### src/rtl/watchdog_consts.vh
// Constants for the watchdog configuration register block
`ifndef WATCHDOG_CONSTS_VH
`define WATCHDOG_CONSTS_VH

// ----------------------------------------------------------------
// Register offsets
// ----------------------------------------------------------------
`define WD_ADDR_W 2
`define WD_OFS_CONTROL 2'h0
`define WD_OFS_WINDOW 2'h1
`define WD_OFS_STATUS 2'h2

// ----------------------------------------------------------------
// Field positions, shared by control and window registers, and the status busy bit
// ----------------------------------------------------------------
`define WD_DATA_W 8
`define WD_BIT_CHANGE 0
`define WD_BIT_ENABLE 1
`define WD_SEL_LO 2
`define WD_SEL_HI 5
`define WD_SEL_W 4
`define WD_BIT_BUSY 0

// ----------------------------------------------------------------
// Reset values and encodings
// ----------------------------------------------------------------
`define WD_ZERO_BYTE 8'h00
`define WD_ZERO_RSV2 2'h0
`define WD_ZERO_RSV7 7'h00
`define WD_SEL_MAX 4'hA
`define WD_SEL_ONE 4'h1

// ----------------------------------------------------------------
// Timing, in watchdog ticks
// ----------------------------------------------------------------
`define WD_CNT_W 14
`define WD_CNT_ZERO 14'h0000
`define WD_CNT_ONE 14'h0001
`define WD_BASE_TICKS 14'h0008
`define WD_SYNC_TICKS 2'h2
`define WD_SYNC_W 2
`define WD_SYNC_ZERO 2'h0
`define WD_SYNC_ONE 2'h1

`endif

### src/rtl/watchdog_config_registers.v
// Watchdog timer with its control, window and status registers
`timescale 1ns/1ps
`default_nettype none
`include "watchdog_consts.vh"

module watchdog_config_registers (
  // Clock and reset
  input wire clk,
  input wire rst_b,
  // Register port
  input wire [`WD_ADDR_W-1:0] addr,
  input wire [`WD_DATA_W-1:0] wrData,
  input wire wrEn,
  input wire rdEn,
  output reg [`WD_DATA_W-1:0] rdData,
  // Protection qualifier and fuses
  input wire cfgUnlock,
  input wire lockFuse,
  input wire [`WD_SEL_W-1:0] periodFuseField,
  input wire [`WD_SEL_W-1:0] windowPeriodFuseField,
  input wire enableFuse,
  input wire windowEnableFuse,
  // Watchdog clock and restart
  input wire lowPowerOscTick,
  input wire watchdogRestartInstr,
  // Reset request
  output reg watchdogReset
);

  // ----------------------------------------------------------------
  // Timer states
  // ----------------------------------------------------------------
  localparam [2:0] ST_IDLE = 3'h1;
  localparam [2:0] ST_CLOSED = 3'h2;
  localparam [2:0] ST_OPEN = 3'h4;

  // Ticks for a period code, zero for a reserved code
  function [`WD_CNT_W-1:0] selTicks;
    input [`WD_SEL_W-1:0] sel;
    begin
      if (sel > `WD_SEL_MAX) begin
        selTicks = `WD_CNT_ZERO;
      end else begin
        selTicks = `WD_BASE_TICKS << sel;
      end
    end
  endfunction

  // ----------------------------------------------------------------
  // Register state
  // ----------------------------------------------------------------
  reg [`WD_SEL_W-1:0] periodSel_q;
  reg enable_q;
  reg ctrlChange_q;
  reg [`WD_SEL_W-1:0] windowSel_q;
  reg windowEnable_q;
  reg windowChange_q;
  reg sync_pending_flag_q;
  reg [`WD_SYNC_W-1:0] syncCnt_q;

  // Next values of the register state
  reg [`WD_SEL_W-1:0] periodSel_d;
  reg enable_d;
  reg ctrlChange_d;
  reg [`WD_SEL_W-1:0] windowSel_d;
  reg windowEnable_d;
  reg windowChange_d;
  reg sync_pending_flag_d;
  reg [`WD_SYNC_W-1:0] syncCnt_d;
  reg [`WD_SEL_W-1:0] effPeriod_d;
  reg [`WD_SEL_W-1:0] effWindow_d;
  reg effEnable_d;
  reg effWindowEn_d;
  reg [`WD_DATA_W-1:0] rdData_d;

  // Settings in use by the timer, taken over at end of crossing
  reg [`WD_SEL_W-1:0] effPeriod_q;
  reg [`WD_SEL_W-1:0] effWindow_q;
  reg effEnable_q;
  reg effWindowEn_q;

  // Tick synchroniser and edge detect
  reg tickMeta_q;
  reg tickSync_q;
  reg tickPrev_q;
  wire tick;

  // Timer state
  reg [2:0] state_q;
  reg [2:0] state_d;
  reg [`WD_CNT_W-1:0] count_q;
  reg [`WD_CNT_W-1:0] count_d;
  reg fire_d;

  // Write qualifiers, crossing completion and timer tick counts
  wire wrOk;
  wire ctrlWr;
  wire winWr;
  wire syncDone;
  wire [`WD_CNT_W-1:0] openTicks;
  wire [`WD_CNT_W-1:0] closedTicks;
  wire [`WD_CNT_W-1:0] countInc;

  // ----------------------------------------------------------------
  // Write decode
  // ----------------------------------------------------------------
  assign wrOk = wrEn & cfgUnlock;
  assign ctrlWr = wrOk & (addr == `WD_OFS_CONTROL) & ~lockFuse;
  assign winWr = wrOk & (addr == `WD_OFS_WINDOW);

  // Control register next value; fields move only with change bit
  always @* begin
    periodSel_d = periodSel_q;
    enable_d = enable_q;
    ctrlChange_d = ctrlChange_q;
    if (ctrlWr) begin
      ctrlChange_d = wrData[`WD_BIT_CHANGE];
      if (wrData[`WD_BIT_CHANGE]) begin
        periodSel_d = wrData[`WD_SEL_HI:`WD_SEL_LO];
        enable_d = wrData[`WD_BIT_ENABLE];
      end
    end
  end

  // Control register
  always @(posedge clk) begin
    if (!rst_b) begin
      periodSel_q <= periodFuseField;
      enable_q <= enableFuse;
      ctrlChange_q <= 1'b0;
    end else begin
      periodSel_q <= periodSel_d;
      enable_q <= enable_d;
      ctrlChange_q <= ctrlChange_d;
    end
  end

  // Window register next value; mode bits stay writable when locked
  always @* begin
    windowSel_d = windowSel_q;
    windowEnable_d = windowEnable_q;
    windowChange_d = windowChange_q;
    if (winWr) begin
      windowChange_d = wrData[`WD_BIT_CHANGE];
      if (wrData[`WD_BIT_CHANGE]) begin
        windowEnable_d = wrData[`WD_BIT_ENABLE];
        if (!lockFuse) begin
          windowSel_d = wrData[`WD_SEL_HI:`WD_SEL_LO];
        end
      end
    end
  end

  // Window register
  always @(posedge clk) begin
    if (!rst_b) begin
      windowSel_q <= windowPeriodFuseField;
      windowEnable_q <= windowEnableFuse;
      windowChange_q <= 1'b0;
    end else begin
      windowSel_q <= windowSel_d;
      windowEnable_q <= windowEnable_d;
      windowChange_q <= windowChange_d;
    end
  end

  // ----------------------------------------------------------------
  // Watchdog tick
  // ----------------------------------------------------------------
  // Two-stage synchroniser, then rising edge on the settled copy
  always @(posedge clk) begin
    if (!rst_b) begin
      tickMeta_q <= 1'b0;
      tickSync_q <= 1'b0;
      tickPrev_q <= 1'b0;
    end else begin
      tickMeta_q <= lowPowerOscTick;
      tickSync_q <= tickMeta_q;
      tickPrev_q <= tickSync_q;
    end
  end

  assign tick = tickSync_q & ~tickPrev_q;

  // ----------------------------------------------------------------
  // Crossing into the tick domain
  // ----------------------------------------------------------------
  // Done after the set number of ticks; runs only while enabled
  assign syncDone = sync_pending_flag_q & tick & (enable_q | effEnable_q) &
                    (syncCnt_q == (`WD_SYNC_TICKS - `WD_SYNC_ONE));

  // Busy flag next value: a new write wins over completion
  always @* begin
    sync_pending_flag_d = sync_pending_flag_q;
    syncCnt_d = syncCnt_q;
    if (ctrlWr | winWr) begin
      sync_pending_flag_d = 1'b1;
      syncCnt_d = `WD_SYNC_ZERO;
    end else if (syncDone) begin
      sync_pending_flag_d = 1'b0;
      syncCnt_d = `WD_SYNC_ZERO;
    end else if (sync_pending_flag_q & tick & (enable_q | effEnable_q)) begin
      syncCnt_d = syncCnt_q + `WD_SYNC_ONE;
    end
  end

  // Busy flag and crossing counter
  always @(posedge clk) begin
    if (!rst_b) begin
      sync_pending_flag_q <= 1'b0;
      syncCnt_q <= `WD_SYNC_ZERO;
    end else begin
      sync_pending_flag_q <= sync_pending_flag_d;
      syncCnt_q <= syncCnt_d;
    end
  end

  // Settings taken over only when the crossing completes
  always @* begin
    effPeriod_d = effPeriod_q;
    effWindow_d = effWindow_q;
    effEnable_d = effEnable_q;
    effWindowEn_d = effWindowEn_q;
    if (syncDone) begin
      effPeriod_d = periodSel_q;
      effWindow_d = windowSel_q;
      effEnable_d = enable_q;
      effWindowEn_d = windowEnable_q;
    end
  end

  // Settings seen by the timer
  always @(posedge clk) begin
    if (!rst_b) begin
      effPeriod_q <= periodFuseField;
      effWindow_q <= windowPeriodFuseField;
      effEnable_q <= enableFuse;
      effWindowEn_q <= windowEnableFuse;
    end else begin
      effPeriod_q <= effPeriod_d;
      effWindow_q <= effWindow_d;
      effEnable_q <= effEnable_d;
      effWindowEn_q <= effWindowEn_d;
    end
  end

  // ----------------------------------------------------------------
  // Timeout timer
  // ----------------------------------------------------------------
  assign openTicks = selTicks(effPeriod_q);
  assign closedTicks = selTicks(effWindow_q);
  assign countInc = count_q + `WD_CNT_ONE;

  // Next state of the timer
  always @* begin
    state_d = state_q;
    count_d = count_q;
    fire_d = 1'b0;
    case (state_q)
      ST_IDLE: begin
        count_d = `WD_CNT_ZERO;
        if (effEnable_q) begin
          state_d = effWindowEn_q ? ST_CLOSED : ST_OPEN;
        end
      end
      ST_CLOSED: begin
        if (!effEnable_q) begin
          state_d = ST_IDLE;
        end else if (watchdogRestartInstr) begin
          fire_d = 1'b1;
          count_d = `WD_CNT_ZERO;
        end else if (!effWindowEn_q || closedTicks == `WD_CNT_ZERO) begin
          state_d = ST_OPEN;
          count_d = `WD_CNT_ZERO;
        end else if (tick) begin
          if (countInc >= closedTicks) begin
            state_d = ST_OPEN;
            count_d = `WD_CNT_ZERO;
          end else begin
            count_d = countInc;
          end
        end
      end
      ST_OPEN: begin
        if (!effEnable_q) begin
          state_d = ST_IDLE;
        end else if (watchdogRestartInstr) begin
          state_d = effWindowEn_q ? ST_CLOSED : ST_OPEN;
          count_d = `WD_CNT_ZERO;
        end else if (tick && openTicks != `WD_CNT_ZERO) begin
          if (countInc >= openTicks) begin
            fire_d = 1'b1;
            state_d = effWindowEn_q ? ST_CLOSED : ST_OPEN;
            count_d = `WD_CNT_ZERO;
          end else begin
            count_d = countInc;
          end
        end
      end
      default: begin
        state_d = ST_IDLE;
        count_d = `WD_CNT_ZERO;
      end
    endcase
  end

  // Timer registers and reset request
  always @(posedge clk) begin
    if (!rst_b) begin
      state_q <= ST_IDLE;
      count_q <= `WD_CNT_ZERO;
      watchdogReset <= 1'b0;
    end else begin
      state_q <= state_d;
      count_q <= count_d;
      watchdogReset <= fire_d;
    end
  end

  // ----------------------------------------------------------------
  // Read port
  // ----------------------------------------------------------------
  // Read data next value, zero when no strobe
  always @* begin
    rdData_d = `WD_ZERO_BYTE;
    if (rdEn) begin
      case (addr)
        `WD_OFS_CONTROL: begin
          rdData_d = {`WD_ZERO_RSV2, periodSel_q, enable_q, ctrlChange_q};
        end
        `WD_OFS_WINDOW: begin
          rdData_d = {`WD_ZERO_RSV2, windowSel_q, windowEnable_q, windowChange_q};
        end
        `WD_OFS_STATUS: begin
          rdData_d = {`WD_ZERO_RSV7, sync_pending_flag_q};
        end
        default: begin
          rdData_d = `WD_ZERO_BYTE;
        end
      endcase
    end
  end

  // Read data valid in the cycle after the strobe only
  always @(posedge clk) begin
    if (!rst_b) begin
      rdData <= `WD_ZERO_BYTE;
    end else begin
      rdData <= rdData_d;
    end
  end

endmodule
`default_nettype wire

### config.mk
export PLATFORM = sky130hd
export DESIGN_NAME = watchdog_config_registers
export DESIGN_NICKNAME = d
export VERILOG_FILES = /design/src/rtl/watchdog_config_registers.v
export VERILOG_INCLUDE_DIRS = /design/src /design/src/rtl
export SDC_FILE = /design/constraint.sdc
export NUM_CORES = 1
export LEC_CHECK = 0
export BUFFER_PORTS_ARGS = -buffer_cell sky130_fd_sc_hd__buf_2
export CAP_MARGIN = 25
export CORE_ASPECT_RATIO = 1.2
export CORE_MARGIN = 3
export CORE_UTILIZATION = 40
export CTS_CLUSTER_DIAMETER = 120
export DETAILED_ROUTE_END_ITERATION = 12
export PLACE_DENSITY = 0.56
export SYNTH_ARGS = -nofsm -noshare
export SYNTH_HDL_FRONTEND = slang
export SYNTH_SLANG_ARGS = --single-unit
### constraint.sdc
create_clock -name clk -period 5.34 [get_ports clk]
set_input_delay 1.068 -clock clk [delete_from_list [all_inputs] [get_ports clk]]
set_output_delay 1.068 -clock clk [all_outputs]
set_load 0.005 [all_outputs]
# == Word-level counts from Yosys, hierarchy flattened ==
# Cells that the tools add are included.
# W data, S select, Z words.
# totals
input_bits,28
ff_bits,54
out_inout_bits,9
# classes
n_addsub,2
reduce_logical,14
magnitude_cmp,4
eq_ne,21
bitwise_logic,13
shifts,2
n_mux,54
# ops
op,count
$mux W14,11
$mux W4,11
$mux W3,11
$ge A14 B14 Y1,2
$pmux W14 S2,1
$shl A4 B4 Y14 const A,2
$ne A4 B4 Y1 const B,5
$pmux W6 S3,1
$mux W1,17
$add A14 B1 Y14 const B,1
$logic_not A14 Y1,1
$reduce_bool A14 Y1,1
$pmux W3 S3,1
$and A1 B1 Y1,8
$gt A4 B4 Y1 const B,2
$ne A2 B1 Y1 const B,4
$ne A2 B2 Y1 const B,4
$ne A3 B3 Y1 const B,2
$reduce_and A2 Y1,3
$reduce_and A6 Y1,1
$eq A2 B1 Y1 const B,2
$reduce_and A4 Y1,1
$eq A3 B1 Y1 const B,1
$eq A3 B2 Y1 const B,1
13 further kinds,16

# == Depth between registers and ports, before layout ==
# logic_depth
word_depth,9
ltp_mapped,13
mapped_depth_nobuf,13

# == Worst setup path before layout ==
# No wires, ideal clock.
# synth_path
path_kind,register to register
startpoint,register count_q[0]
endpoint,register count_q[0]
period_less_slack_ps,2808
stages_incl_launch_ff,14
arrival_ps,2741
setup_slack_ps,2532
path_cell_list,dfxtp_1 ha_1 and3_1 nand3_1 nor2_1 nand3_1 xnor2_1 ha_1 o21ai_0 nor2_1 nor3_1 a21oi_2 or3_4 o21ai_2
# synth_between
elab_chain_cells,8
word_cells_on_any_way,13
# synth_rtl
element,line_no,text
start: declaration,watchdog_config_registers.v:91,reg [`WD_CNT_W-1:0] count_q;
start signal: assignment,watchdog_config_registers.v:311,count_q <= `WD_CNT_ZERO;
start signal: assignment,watchdog_config_registers.v:315,count_q <= count_d;
$add A14 B1 Y14 (no line) (*),--,
$ge A14 B14 Y1,watchdog_config_registers.v:276,if (countInc >= closedTicks) begin
$mux W14,watchdog_config_registers.v:276,
$mux W14,watchdog_config_registers.v:275,end else if (tick) begin
$mux W14,watchdog_config_registers.v:272,end else if (!effWindowEn_q || closedTicks == `WD_CNT_ZERO) begin
$mux W14,watchdog_config_registers.v:269,end else if (watchdogRestartInstr) begin
$mux W14,watchdog_config_registers.v:267,if (!effEnable_q) begin
$pmux W14 S2 (*),watchdog_config_registers.v:259,case (state_q)
# Every way passes the cells marked *; elsewhere a longest branch is shown, timed or not. The select of a mux whose other input is x is not followed.
# A chain may end at the register's enable or synchronous reset.

# == Worst setup path after layout ==
# layout_path
startpoint,register count_q[0]
endpoint,register count_q[3]
# Same word-level chain as after synthesis.

==> reports/metrics.csv <==
metric,value,unit
p_total,0.796,mW
cp-end-kind,flop,
cts_max_level,2,
syn_area,3070,µm²
status,finished clean,
dp_cells,460,
grt_pass1_wl,10.2,mm
reg2reg_depth,11,
root_buffer,clkbuf_8,
synth_edf_count,20,
power.leakage,1.41,nW
seq_area,1240,µm²
drive_gt1_share,12.7,%
ant_nets,0,
fmax,297,MHz
clk_pin_slew_worst_paths,0.10,ns
synth_compound_gate_area_share,15.1,%
slew_headroom,57.0,%
layout_commonest_cell,nand2_1,
tns,0,ns
avgSynthCellArea,8.83,µm²
critPathArrivalTime,3.61,ns
grt_max_degree,45,
drt_iter0_markers,87,
path_delay_family,simple AND/OR/NAND/NOR gates,
io_pins,37,
finish.net_count,429,
synth.ff_latch_count,52,
holdWs,0.451,ns
hpwlAfterDp,4.86,mm
grt_setup_unrepaired,no,
post-route-util,46.1,%
critPathLaunchType,flop,
required,5.59,ns
clock_path_buffers,2,
hold_end,tickSync_q$_SDFF_PN0_,
place_congestion,0.842,
hp-class,reg -> reg,
final_area,3390,µm²
syn_inst,348,
coreArea,7360,µm²
min-delay-start,tickMeta_q$_SDFF_PN0_,
dr.pass1.iters,4,
worst-path-max-fanout,9,
min_period,3.37,ns
drv_cap,0,
cts_sinks,52,
r2r_setup_slack,1.97,ns
worst_pin_slew,0.645,ns
ir_drop,118,µV
post_cts_buffers,0,
hold_violations,0,
slew_violations,0,
fillers,730,
dieHeight,102,µm
numCtsBuffers,5,
cts_resized,0,
yosys.area_share.simple,26.7,%
finalWirelength,6.10,mm
viasPerCell,5.21,
post_dp_cell_area,3300,µm²
rows,34,
worstReg2RegEnd,count_q[3]$_SDFFE_PN0P_,
max_stage_delay,0.44,ns
yosysWarnings,0,
routedWlPerCell,13.0,µm
initial_core_util,41.7,%
synth_top_family_by_area,simple AND/OR/NAND/NOR gates,
crit_chain,nand3_1 -> nor3_1 -> nand4_1 -> xnor2_1 -> ha_1 -> a21oi_1 -> o21ai_1 -> a2111oi_4 -> a21oi_2 -> nor3_4 -> a22o_1,
overflow,0,
cts_tree,done,
async_flop_share,0,%
cpMaxStageDelayCell,nor3_1,
fp.dieW,86.0,µm
synthAdderAreaFrac,9.78,%
ys_types,50,
grt_antenna_before_repair,0,
place_ws,2.06,ns
dr_total_vias,2437,
synth_ff_type,dfxtp_1,
grt.total_usage,14.5,%
area_growth,10.3,%
drc,0,
crit_buf_inv,0,
power-per-cell-area,235,nW/µm²
antenna-diode-count,0,
setup_ws,1.97,ns
clkLatencyLatePin,0.31,ns
muxShareOfSynthArea,2.61,%
multi_input_area,1760,µm²
port-buffer-count,32,
yosysSeqAreaShare,40.4,%
dieArea,8770,µm²
final_cell_mix,"nand2_1, dfxtp_1, buf_2, ha_1, nor2_1",
synthXorXnorAreaFrac,2.85,%
crit_type,reg -> reg,
r2r-start,count_q[0]$_SDFFE_PN0P_,
finalNonFillerCells,468,
fin_crit_sh,63.0,%
finalClockSkew,0.00989,ns
grt_pass1_vias,2307,
holdPathStages,1,
setup-violations-final,0,
ctsHoldBuffers,0,
[registers in the layout, indices dropped and copies added, names as in the netlist, 2 cells and up]
register     count
rdData           6
windowSel_q      4
effWindow_q      4
state_q          3
count_q         14
periodSel_q      4
syncCnt_q        2
effPeriod_q      4
[per-layer routing]
layer | wire [µm] | GRT usage [%] | part of all wire (%)
met1 | 2800 | 17.1 | 46
met2 | 3050 | 26.9 | 50
met3 | 191 | 2.42 | 3.1
met4 | 65 | 3.78 | 1.1
met5 | 0 | 0 | 0
[layout make-up]
cell class | count | share of cell area (%)
multi-input cells | 279 | 51.9
inverters | 7 | 0.775
flip-flops and latches | 52 | 36.6
clock buffers | 6 | 2.14
clock inverters | 2 | 0.517
repair buffers | 32 | 4.73
well taps | 90 | 3.32
[cell usage after synthesis, drive strengths merged (2+ instances only)]
cell type | number | area [µm²]
nand2 | 83 | 312
dfxtp | 32 | 641
ha | 24 | 300
nor2 | 22 | 82.6
edfxtp | 20 | 601
nand2b | 15 | 93.8
o21ai | 14 | 77.6
nand3 | 13 | 65.1
a21oi | 12 | 63.8
nor2b | 12 | 75.1
a22o | 9 | 78.8
clkbuf | 9 | 33.8
mux2i | 8 | 80.1
xnor2 | 8 | 70.1
inv | 7 | 26.3
nand4 | 7 | 43.8
a211oi | 5 | 37.5
nor3 | 5 | 36.3
a2111oi | 4 | 53.8
a21o | 4 | 30.0
and2 | 3 | 18.8
and3 | 3 | 18.8
o211ai | 3 | 22.5
or2 | 3 | 18.8
a21boi | 2 | 15.0
buf | 2 | 15.0
nand3b | 2 | 15.0
or3 | 2 | 17.5
xor2 | 2 | 17.5
[cells by family after synthesis]
group | count (synthesis)
muxes | 8
xor gates and xnor gates | 10
adders and majority gates | 24
buffers and inverters | 18
other | 1
AOI/OAI and AO/OA | 62
DFF | 52
and+or+nand+nor | 173
[worst max-delay path by stage]
| stage | startpoint | to | slack (ns) | cells past startpoint |
|---|---|---|---|---|
| finish | count_q[0]$_SDFFE_PN0P_ | count_q[3]$_SDFFE_PN0P_ | 1.97 | 11 |
| global placement | count_q[0]$_SDFFE_PN0P_ | count_q[12]$_SDFFE_PN0P_ | 2.10 | 11 |
| floorplan | count_q[0]$_SDFFE_PN0P_ | count_q[0]$_SDFFE_PN0P_ | 2.53 | 13 |
| detailed placement | count_q[0]$_SDFFE_PN0P_ | count_q[8]$_SDFFE_PN0P_ | 2.06 | 11 |
| global route | count_q[0]$_SDFFE_PN0P_ | count_q[12]$_SDFFE_PN0P_ | 1.62 | 13 |
| CTS | count_q[0]$_SDFFE_PN0P_ | count_q[12]$_SDFFE_PN0P_ | 2.01 | 11 |
[power breakdown]
part / switching (mW) / internal, mW
clock: 0.138 / 0.0963
sequential: 0.0191 / 0.436
combinational: 0.0631 / 0.0445
(Power assumes the default switching activity.)
